$ cat config.mk
export PLATFORM = sky130hd
export DESIGN_NAME = ccd_exec
export DESIGN_NICKNAME = d
export VERILOG_FILES = /design/src/common/ccd_pkg.sv /design/src/core/ccd_decimal_adjust.sv /design/src/core/ccd_exec.sv
export SDC_FILE = /design/constraint.sdc
export NUM_CORES = 1
export LEC_CHECK = 0
export ABC_AREA = 1
export BUFFER_PORTS_ARGS = -buffer_cell sky130_fd_sc_hd__buf_2
export CAP_MARGIN = 30
export CORE_MARGIN = 2
export CORE_UTILIZATION = 28
export CTS_CLUSTER_SIZE = 16
export DETAILED_ROUTE_END_ITERATION = 6
export PLACE_DENSITY = 0.49
export SLEW_MARGIN = 10
export SYNTH_ARGS = -nofsm -noshare
export SYNTH_HDL_FRONTEND = slang
export SYNTH_SLANG_ARGS = --single-unit
$ cat constraint.sdc
create_clock -name clk_sys -period 5.8 [get_ports clk_sys]
set_clock_uncertainty 0.2 [all_clocks]
set_input_delay 0.58 -clock clk_sys [delete_from_list [all_inputs] [get_ports clk_sys]]
set_output_delay 0.58 -clock clk_sys [all_outputs]
set_load 0.01 [all_outputs]
$ cat src/common/ccd_pkg.sv
// Package of constants for the compare, decrement and decimal adjust execution block.
// Assumes a byte-wide core with a 64-entry file register space.
package ccd_pkg;
    localparam int DATA_W = 8;
    localparam int ADDR_W = 6;
    localparam logic [7:0] WORK_RESET = 8'h00;
    localparam logic [7:0] FILE_RESET = 8'h00;
    localparam logic [3:0] BCD_DIGIT_MAX = 4'h9;
    localparam logic [7:0] BCD_LOW_FIX = 8'h06;
    localparam logic [7:0] BCD_HIGH_FIX = 8'h60;
    localparam logic [7:0] ONE = 8'h01;
    localparam logic [1:0] SKIP_CYCLES = 2'h2;
    typedef enum logic [3:0]
    {
        CCD_OP_NONE = 4'h1,
        CCD_OP_CMP = 4'h2,
        CCD_OP_DEC = 4'h4,
        CCD_OP_DECSZ = 4'h8
    } ccd_op_t;
    typedef enum logic [1:0]
    {
        CCD_ST_RUN = 2'h1,
        CCD_ST_NOP = 2'h2
    } ccd_state_t;
endpackage

$ cat src/core/ccd_decimal_adjust.sv
// Decimal adjust of a byte after an addition, purely combinational.
// Assumes the carry and digit carry of the preceding addition are supplied.
`timescale 1ns/1ps
module ccd_decimal_adjust
(
    input wire logic [7:0] value_in,
    input wire logic carry_in,
    input wire logic digit_carry_in,
    output logic [7:0] value_out,
    output logic carry_out
);
    logic [8:0] step;
    always_comb
    begin
        step = {1'b0, value_in};
        if (digit_carry_in || (value_in[3:0] > ccd_pkg::BCD_DIGIT_MAX))
        begin
            step = step + {1'b0, ccd_pkg::BCD_LOW_FIX};
        end
        carry_out = carry_in || step[8] || (step[7:4] > ccd_pkg::BCD_DIGIT_MAX);
        if (carry_out)
        begin
            step = {1'b0, step[7:0]} + {1'b0, ccd_pkg::BCD_HIGH_FIX};
        end
        value_out = step[7:0];
    end
endmodule

$ cat src/core/ccd_exec.sv
// Execution unit for compare, decrement, decrement-skip and decimal adjust.
// Assumes the decoder presents one instruction per cycle on op_valid and the
// file register operand on file_data in the same cycle.
// Functional notes
// - Compare computes file minus working register; flags only, no write-back.
// - Compare finishes in one cycle and never skips.
// - Decrement writes file minus one to working or file register, only null flag.
// - Decrement-skip stores file minus one to working or file register by target bit.
// - Decrement-skip with zero result discards next instruction, two cycles total.
// - Decimal adjust converts working register to packed decimal, only borrow flag.
`timescale 1ns/1ps
module ccd_exec
#(
    parameter int DATA_W = ccd_pkg::DATA_W,
    parameter int ADDR_W = ccd_pkg::ADDR_W
)
(
    input wire logic clk_sys,
    input wire logic rst,
    input wire logic op_valid,
    input wire logic op_compare_working_with_file,
    input wire logic op_file_decrement,
    input wire logic op_file_decrement_skip_if_null,
    input wire logic op_decimal_adjust,
    input wire logic [ADDR_W-1:0] file_addr,
    input wire logic writeback_target,
    input wire logic [DATA_W-1:0] file_data,
    input wire logic digit_carry_in,
    output logic [DATA_W-1:0] working_register,
    output logic result_null_flag,
    output logic borrow_out_flag,
    output logic file_we,
    output logic [ADDR_W-1:0] file_we_addr,
    output logic [DATA_W-1:0] file_wdata,
    output logic skip_discard,
    output logic busy
);
    ccd_pkg::ccd_state_t state;
    ccd_pkg::ccd_state_t next_state;
    logic [DATA_W-1:0] next_working_register;
    logic next_result_null_flag;
    logic next_borrow_out_flag;
    logic next_file_we;
    logic [ADDR_W-1:0] next_file_we_addr;
    logic [DATA_W-1:0] next_file_wdata;
    logic next_skip_discard;
    logic next_busy;
    logic [DATA_W:0] diff;
    logic [DATA_W-1:0] dec_value;
    logic [DATA_W-1:0] adj_value;
    logic adj_carry;
    logic accept;

    // Decimal adjust serves exactly two packed digits, so only a byte datapath is accepted.
    if ((DATA_W != 32'h8) || (ADDR_W < 32'h1))
    begin : g_width_check
        $error("Unsupported width parameters for the execution unit.");
    end

    ccd_decimal_adjust u_adjust
    (
        .value_in(working_register),
        .carry_in(borrow_out_flag),
        .digit_carry_in(digit_carry_in),
        .value_out(adj_value),
        .carry_out(adj_carry)
    );

    always_comb
    begin
        diff = {1'b0, file_data} - {1'b0, working_register};
        dec_value = file_data - ccd_pkg::ONE;
        accept = op_valid && (state == ccd_pkg::CCD_ST_RUN);
        next_state = ccd_pkg::CCD_ST_RUN;
        next_working_register = working_register;
        next_result_null_flag = result_null_flag;
        next_borrow_out_flag = borrow_out_flag;
        next_file_we = 1'b0;
        next_file_we_addr = file_addr;
        next_file_wdata = dec_value;
        next_skip_discard = 1'b0;
        next_busy = 1'b0;
        case (state)
            ccd_pkg::CCD_ST_RUN:
            begin
                if (accept && op_compare_working_with_file)
                begin
                    next_result_null_flag = (diff[7:0] == 8'h00);
                    next_borrow_out_flag = ~diff[8];
                end
                else if (accept && (op_file_decrement || op_file_decrement_skip_if_null))
                begin
                    next_result_null_flag = (dec_value == 8'h00);
                    if (writeback_target)
                    begin
                        next_file_we = 1'b1;
                    end
                    else
                    begin
                        next_working_register = dec_value;
                    end
                    if (op_file_decrement_skip_if_null && (dec_value == 8'h00))
                    begin
                        next_skip_discard = 1'b1;
                        next_busy = 1'b1;
                        next_state = ccd_pkg::CCD_ST_NOP;
                    end
                end
                else if (accept && op_decimal_adjust)
                begin
                    // The adjust trusts the prior addition
                    next_working_register = adj_value;
                    next_borrow_out_flag = adj_carry;
                end
            end
            ccd_pkg::CCD_ST_NOP:
            begin
                // The fetched slot is burned here as a no-operation.
                next_state = ccd_pkg::CCD_ST_RUN;
            end
            default:
            begin
                next_state = ccd_pkg::CCD_ST_RUN;
            end
        endcase
    end

    always_ff @(posedge clk_sys or posedge rst)
    begin
        if (rst)
        begin
            state <= ccd_pkg::CCD_ST_RUN;
            working_register <= ccd_pkg::WORK_RESET;
            result_null_flag <= 1'b0;
            borrow_out_flag <= 1'b0;
            file_we <= 1'b0;
            file_we_addr <= {ADDR_W{1'b0}};
            file_wdata <= ccd_pkg::FILE_RESET;
            skip_discard <= 1'b0;
            busy <= 1'b0;
        end
        else
        begin
            state <= next_state;
            working_register <= next_working_register;
            result_null_flag <= next_result_null_flag;
            borrow_out_flag <= next_borrow_out_flag;
            file_we <= next_file_we;
            file_we_addr <= next_file_we_addr;
            file_wdata <= next_file_wdata;
            skip_discard <= next_skip_discard;
            busy <= next_busy;
        end
    end
endmodule

==> results of run 1 <==
-- kinds of logic after synthesis --
kind of cell | Yosys count | synth area share
fa+ha+maj | 13 | 0.0907
compound gates | 29 | 0.109
simple gates | 117 | 0.307
flops | 27 | 0.361
xor+xnor | 8 | 0.0374
buf+inv | 44 | 0.0954
-- state kept, by name, indices dropped and copies added (netlist names) --
name	flops
borrow_out_flag	1
file_wdata	8
file_we	1
file_we_addr	6
result_null_flag	1
state	2
working_register	8
-- cells in the final DEF, fill, tap and decap left out, drive strengths merged --
| cell | n |
|---|---|
| a21o | 1 |
| nor2 | 18 |
| nor3b | 1 |
| clkbuf | 3 |
| nand3b | 1 |
| xor2 | 7 |
| fa | 1 |
| a21oi | 8 |
| buf | 50 |
| o21a | 1 |
| dfrtp | 26 |
| o21ai | 15 |
| clkinvlp | 1 |
| dfstp | 1 |
| xnor2 | 1 |
| a31oi | 2 |
| or2 | 3 |
| inv | 41 |
| clkinv | 1 |
| nand3 | 25 |
| nand2 | 61 |
| nand4 | 8 |
| o22ai | 2 |
| ha | 12 |
-- metal layers --
metal,global-route usage,wire (um),up-vias
li1,-,-,868
met1,0.175,2220,738
met2,0.219,2070,49
met3,0.0327,256,10
met4,0.0346,100,0
met5,0,0,-
-- worst paths after layout --
kind	startpoint	depth (start not counted)	to	slack [ps]
max in group asynchronous	rst	3	state[0]	4680
worst min register to register	working_register[0]	2	working_register[0]	340
worst max register to register	working_register[1]	15	working_register[7]	3660
min in group clk_sys	file_addr[2]	1	file_we_addr[2]	200
worst min-delay path	rst	2	working_register[0]	150
worst max-delay path	file_data[0]	13	result_null_flag	3640
-- power by group through the flow --
stage | combinational (mW) | sequential (mW) | clock [mW]
after floorplan | 0.317 | 0.269 | 0
after global placement | 0.442 | 0.259 | 0
after detailed placement | 0.446 | 0.259 | 0
after CTS | 0.448 | 0.255 | 0.117
after global routing | 0.511 | 0.260 | 0.127
final | 0.444 | 0.254 | 0.111
-- stage by stage --
stage | setup WS [ps] | total power [mW] | area (um^2) | hold slack [ps]
after global placement | 3390 | 0.702 | 2200 | 322
final | 3640 | 0.810 | 2270 | 152
after global routing | 3490 | 0.897 | 2270 | 180
after floorplan | 3590 | 0.586 | 1880 | 342
after CTS | 3630 | 0.820 | 2270 | 175
after detailed placement | 3360 | 0.706 | 2220 | 322
-- worst max-delay path: cells and delay by family --
family	cells	cell delay [ps]
xor+xnor	1	170
fa+ha+maj	2	640
buf+inv	2	180
simple gates	8	590
-- cell type report --
cell class	count	share of cell area
Tap cell	77	0.0424
Multi-Input combinational cell	167	0.449
Clock inverter	1	0.00330
Clock buffer	3	0.0182
Sequential cell	27	0.298
Inverter	42	0.0694
Timing Repair Buffer	50	0.120
==> results.cfg, run 1 <==
[outcome]
status = finished, violations left
violations = DRC

[layout]
regArea_um2 = 677
final_util = 0.354
layout.cells.non_filler = 367
layout-drive-gt1-share = 0.297
antennaDiodeCount = 0
fillCellCount = 664
multi_input_area_um2 = 1020
final_nets = 327
area_growth_pct = 21.1

[grt]
grt_usage = 0.133
antenna_found_initial = 0
grt_overflow_total = 0
grt_pass1_wl_um = 7830
first_global_vias = 1672
grt_max_degree = 17

[placed_design]
place.gp.congestion = 0.830
place_inst = 363
portBuffers = 49
post-dp-hpwl_um = 3910

[synthesis]
synth_cells = 238
async_flop_share = 1.00
seq_area_frac_synth = 0.361
synth_edf_count = 0
yosysWarnings = 0
yosysMostFrequentCell = nand2_1
yosys-top-cells-count = nand2_1, inv_1, dfrtp_1, nand3_1, nor2_1
avgSynthCellArea_um2 = 7.88
synth.top_cell.area_share = 0.347
synth_area_leaders = dfrtp_1, nand2_1, ha_1, inv_1, nand3_1
synth.net_count = 274
synth_ff_type = dfrtp_1
ys_ff_latch = 27
yosys.area.top_type = dfrtp_1
ys_types = 32
synth_area_um2 = 1880

[timing]
min_period_over_period = 0.372
hold_viol_final = 0
rsz0062_at_grt = false
slew_headroom = 0.604
fin_crit_ps = 2160
final_max_slew_viol_count = 0
setup_tns_ps = 0
fmax_mhz = 464
setup_viol = 0
worst_slew_pin_slew_ps = 593

[die]
dieArea_um2 = 7370
die_w_um = 85.8
start_util = 0.292
coreArea_um2 = 6420
pin_count = 50
die_y_um = 85.8
rows = 29

[detailed_routing]
vias = 1665
drc = 7
drt-initial-drc-count = 69
wl_um = 4650
drt-pass1-iter-count = 6
routedWlPerCell_um = 12.7
viasPerCell = 4.54
ant_nets = 0

[clocking]
cts_hold_buf = 0
cts_resized = 0
cts.sink_count = 27
cts_setup_buffers = 0
insertion_delay_ps = 270
cts_root_buf = clkbuf_8
cts_max_path_buffers = 2
clk_transition_reported_paths_ps = 100
cts_max_level = 1
numCtsBuffers = 3
cts_tree = built

[setup_path]
crit_arrival_ps = 2170
critical_path.max_stage_delay_ps = 400
worstPathMaxFanout = 5
path_class = input port to flip-flop
crit_required_ps = 5820
cp_cell_sequence = buf_2 -> inv_1 -> ha_1 -> fa_1 -> xor2_1 -> nand2_1 -> nor2_1 -> nand3_1 -> nor2_1 -> nand3_1 -> nor2_1 -> nor2_1 -> nor2_1
cp-end-kind = flip-flop
cpMostUsedCell = nor2_1
startpoint_type = input port
worst_path_max_delay_cell = fa_1

[power_and_ir_drop]
p_per_area_nw_per_um2 = 356
p_seq_frac = 0.314
sw_frac_of_total = 0.459
p_switching_uw = 372
p_clk_frac = 0.137
p_leak_nw = 1.21
pwr-share-comb = 0.548
vdd_drop_max_mv = 0.0980
power.internal_uw = 438

[job]
drv_cap = 0

[worst_hold_path]
hp-class = input port to async pin
(Power assumes the default switching activity.)
==> inputs of run 2 (changes only) <==
--- a/config.mk
+++ b/config.mk
@@ -12,7 +12,7 @@
 export CORE_UTILIZATION = 28
 export CTS_CLUSTER_SIZE = 16
 export DETAILED_ROUTE_END_ITERATION = 6
-export PLACE_DENSITY = 0.49
+export PLACE_DENSITY = 0.51
 export SLEW_MARGIN = 10
 export SYNTH_ARGS = -nofsm -noshare
 export SYNTH_HDL_FRONTEND = slang
==> constraint.sdc (replaced) <==
create_clock -name clk_sys -period 1.9 [get_ports clk_sys]
set_clock_uncertainty 0.2 [all_clocks]
set_input_delay 0.19 -clock clk_sys [delete_from_list [all_inputs] [get_ports clk_sys]]
set_output_delay 0.19 -clock clk_sys [all_outputs]
set_load 0.01 [all_outputs]
==> results.cfg, run 2 (synthesis gave the netlist of run 1 again) <==
[detailed_routing]
drt-pass1-iter-count = 7
wl_um = 4990
viasPerCell = 4.49
ant_nets = 0
routedWlPerCell_um = 12.1
vias = 1847
drc = 3
drt-initial-drc-count = 39

[die]
coreArea_um2 = 6420
pin_count = 50
start_util = 0.292
die_y_um = 85.8
rows = 29
die_w_um = 85.8
dieArea_um2 = 7370

[timing]
setup_viol = 4
rsz0062_at_grt = true
worst_slew_pin_slew_ps = 347
hold_viol_final = 1
final_max_slew_viol_count = 0
fmax_mhz = 487
hold_ws_ps = -0.101
slew_headroom = 0.769
min_period_over_period = 1.08
fin_crit_ps = 2050
fin_ws_ps = -154

[clocking]
insertion_delay_ps = 280
numCtsBuffers = 3
cts_tree = built
cts_root_buf = clkbuf_8
clk_transition_reported_paths_ps = 100
cts.sink_count = 27
cts_max_path_buffers = 2
cts_max_level = 1

[grt]
grt_pass1_wl_um = 8420
use_met1 = 0.180
grt_util_met2 = 0.250
grt_usage = 0.143
grt_util_met3 = 0.0183
grt_max_degree = 28
grt.busiest_layer = met2
grt_overflow_total = 0
antenna_found_initial = 0
first_global_vias = 1870

[power_and_ir_drop]
p_per_area_nw_per_um2 = 1140
p_leak_nw = 1.45
vdd_drop_max_mv = 0.382

[outcome]
violations = DRC, hold timing, setup timing
status = finished, violations left

[setup_path]
worstPathMaxFanout = 2
crit_arrival_ps = 2080
cp-end-kind = flip-flop
cp_cell_sequence = ha_2 -> fa_1 -> xor2_1 -> nand2_1 -> nor2_1 -> nand3_1 -> nor2_1 -> nand3_1 -> nor2_1 -> nor2_1 -> nor2_1
crit_required_ps = 1920
cpMostUsedCell = nor2_1
critical_path.max_stage_delay_ps = 400
startpoint_type = flip-flop
path_class = flip-flop to flip-flop
worst_path_max_delay_cell = fa_1

[layout]
layout_commonest_cell = buf_2
layout-drive-gt1-share = 0.434
final_util = 0.430
antennaDiodeCount = 0
top_regs = file_wdata: 8 flops, working_register: 8 flops, file_we_addr: 6 flops
area_growth_pct = 47.2
final_cell_mix = buf_2, nand2_1, inv_1
final_nets = 371

[job]
drv_cap = 0

[worst_hold_path]
hp-class = input port to flip-flop

[placed_design]
place.gp.congestion = 0.865
portBuffers = 49
post-dp-hpwl_um = 4040
run 2: metrics by stage:
stage | area, um^2 | setup slack, ps | instances | total power, mW | TNS (ps)
after CTS | 2680 | -168 | 410 | 2.99 | -259
after global routing | 2760 | -313 | 411 | 3.43 | -872
after global placement | 2450 | -138 | 396 | 2.45 | -290
after detailed placement | 2450 | -130 | 396 | 2.46 | -352
final | 2760 | -154 | 411 | 3.15 | -230
after floorplan | 1880 | -48.3 | 238 | 1.79 | -86.5
run 2: final cells by class:
type / instances / area, um^2
clock buffer: 3 / 41.3
clock inverter: 1 / 7.51
fill: 639 / 3660
inverter: 42 / 160
multi-input combinational: 167 / 1160
sequential: 27 / 678
tap: 77 / 96.3
timing repair buffer: 94 / 617
run 2: report_power, final:
part	internal, mW	switching, mW	total [mW]
Combinational	0.944	1.11	2.05
Clock	0.149	0.199	0.349
Sequential	0.671	0.0758	0.746
run 2: path summary, 6_finish.rpt:
path	from	end	slack [ps]	cells after the start
worst max-delay path	working_register[0]	result_null_flag	-150	11
worst min-delay path	file_data[0]	working_register[0]	-0.1	3
worst max register to register	working_register[0]	result_null_flag	-150	11
worst min register to register	result_null_flag	result_null_flag	340	2
max in group asynchronous	rst	state[0]	890	4
min in group asynchronous	rst	file_wdata[1]	300	4
run 2: worst max-delay path: cells and delay by family, from the launching register on:
kind | cells | cell delay [ps]
and+or+nand+nor | 8 | 650
adders and majority gates | 2 | 590
DFF | 1 | 390
xor gates and xnor gates | 1 | 160
run 2: what timing repair did:
item | CTS | global route
hold buffers | 9 | 0
setup endpoints to repair | 5 | 8
gates resized for setup | 17 | 21
hold endpoints to repair | 33 | 0
buffers inserted | 1 | 1
pin swaps | 5 | 15
gates cloned | 0 | 0
run 2: per-layer routing:
metal,share of wire,wire (um),vias up
li1,-,-,956
met1,0.48,2380,835
met2,0.46,2300,45
met3,0.039,193,11
met4,0.024,119,0
met5,0,0,-
==> inputs of run 3 (changes only) <==
--- a/config.mk
+++ b/config.mk
@@ -5,7 +5,6 @@
 export SDC_FILE = /design/constraint.sdc
 export NUM_CORES = 1
 export LEC_CHECK = 0
-export ABC_AREA = 1
 export BUFFER_PORTS_ARGS = -buffer_cell sky130_fd_sc_hd__buf_2
 export CAP_MARGIN = 30
 export CORE_MARGIN = 2
==> results.cfg, run 3 <==
[clocking]
cts_root_buf = clkbuf_8
cts_max_level = 1
cts_max_path_buffers = 2
numCtsBuffers = 3
cts.sink_count = 27
clk_transition_reported_paths_ps = 100
insertion_delay_ps = 270
cts_tree = built

[worst_hold_path]
hold_end = state[1]
min_from = op_file_decrement_skip_if_null
hp-class = input port to flip-flop
hold_path_depth = 3

[timing]
fmax_mhz = 445
fin_crit_ps = 2250
rsz0062_at_grt = true
setup_tns_ps = -1440
final_max_slew_viol_count = 0
slew_headroom = 0.763
worst_slew_pin_slew_ps = 355
hold_viol_final = 0
fin_ws_ps = -349
setup_viol = 5
min_period_over_period = 1.18

[synthesis]
yosysWarnings = 0
synth.net_count = 226
synth_cells = 190
synth_edf_count = 0
ys_types = 56
avgSynthCellArea_um2 = 9.45
seq_area_frac_synth = 0.377
yosysMostFrequentCell = dfrtp_1
ys_ff_latch = 27
synth_ff_type = dfrtp_1
yosys.area.top_type = dfrtp_1
synth_area_leaders = dfrtp_1, ha_1, o21ai_0, inv_1, o21a_1
yosys-top-cells-count = dfrtp_1, inv_1, o21ai_0, nor2_1, ha_1
async_flop_share = 1.00
synth_area_um2 = 1800
synth.top_cell.area_share = 0.362

[die]
pin_count = 50
coreArea_um2 = 6280
die_w_um = 84.1
die_y_um = 84.1
start_util = 0.286
dieArea_um2 = 7070
rows = 29

[placed_design]
place_inst = 360
post-dp-hpwl_um = 4090
dpl-instance-area_um2 = 2540
portBuffers = 49
place.gp.congestion = 0.851

[layout]
top_regs = file_wdata: 8 flops, working_register: 8 flops, file_we_addr: 6 flops
layout-drive-gt1-share = 0.507
antennaDiodeCount = 0
final_cell_mix = buf_4, buf_2, dfrtp_1
layout.cells.non_filler = 381
area_growth_pct = 60.1
final_nets = 341
final_util = 0.458
layout_commonest_cell = buf_4
postLayoutCellArea_um2 = 2880

[detailed_routing]
ant_nets = 0
drc = 0
vias = 1852
routedWlPerCell_um = 13.8
wl_um = 5270
drt-initial-drc-count = 136
viasPerCell = 4.86
drt-pass1-iter-count = 6

[setup_path]
crit_required_ps = 1870
cp-end-kind = flip-flop
r2r-end = result_null_flag
reg2reg_depth = 8
worstPathMaxFanout = 5
crit_arrival_ps = 2220
startpoint_type = flip-flop
reg2reg_from = working_register[1]
r2r_slack_ps = -350
path_class = flip-flop to flip-flop

[grt]
grt_pass1_wl_um = 8770
grt_max_degree = 28
grt_overflow_total = 0
first_global_vias = 1841
grt_usage = 0.154
antenna_found_initial = 0

[power_and_ir_drop]
p_leak_nw = 1.35
vdd_drop_max_mv = 0.456
p_per_area_nw_per_um2 = 1120

[job]
drv_cap = 0

[outcome]
violations = setup timing
status = finished, violations left
-- run 3: cells by family (layout without fill, tap and decap cells) --
logic type / count (synthesis) / in the layout / synth area share
mux: 4 / 4 / 0.0230
xor+xnor: 11 / 11 / 0.0578
fa+ha+maj: 13 / 13 / 0.0948
buf+inv: 23 / 137 / 0.0557
compound gates: 54 / 54 / 0.202
simple gates: 58 / 58 / 0.190
flops: 27 / 27 / 0.377
-- run 3: metrics by stage --
| step | setup WS (ps) | power [mW] | hold slack [ps] |
|---|---|---|---|
| global placement | -471 | 2.56 | 73.6 |
| CTS | -389 | 3.15 | 30.7 |
| finish | -349 | 3.21 | 31.1 |
| detailed placement | -470 | 2.57 | 79.9 |
| floorplan | -419 | 1.87 | 21.4 |
| global route | -460 | 3.48 | 38.8 |
-- run 3: routing by layer --
metal,GRT usage,wire length [um]
met3,0.0158,258
met1,0.209,2410
met5,0,0
met2,0.256,2510
met4,0.0484,102
-- run 3: worst max path at each step --
stage / endpoint / startpoint / cells after the start
global route: working_register[6] / working_register[1] / 8
finish: result_null_flag / working_register[1] / 8
detailed placement: result_null_flag / file_data[1] / 7
floorplan: working_register[6] / working_register[1] / 9
CTS: result_null_flag / working_register[0] / 8
global placement: result_null_flag / file_data[1] / 7
-- run 3: critical path, cell delays in order (launching register included) --
cell     delay [ps]
dfrtp_2         470
buf_6           140
fa_2            410
nor2b_4         120
o31a_1          170
nor3_2           70
xor2_1          150
a31o_2          210
a32o_1          210
-- run 3: final cells by class --
cell class                 instances  area (um^2)
clock inverter                     1         5.00
timing repair buffer             116          788
fill                             592         3400
clock buffer                       3         41.3
tap                               77         96.3
sequential                        27          682
multi-input combinational        140         1190
inverter                          17         68.8
-- run 3: timing repair --
action,in CTS,in global routing
hold buffers,9,0
endpoints found under the hold margin,34,0
pin swaps,24,12
gates resized for setup,27,12
setup buffers,7,2
setup endpoints to repair,7,8
-- run 3: report_power, final --
part | total, mW | switching, mW | leakage (nW) | internal (mW)
sequential | 0.777 | 0.102 | 0.315 | 0.676
clock | 0.335 | 0.188 | 0.0255 | 0.147
combinational | 2.10 | 1.01 | 1.01 | 1.09
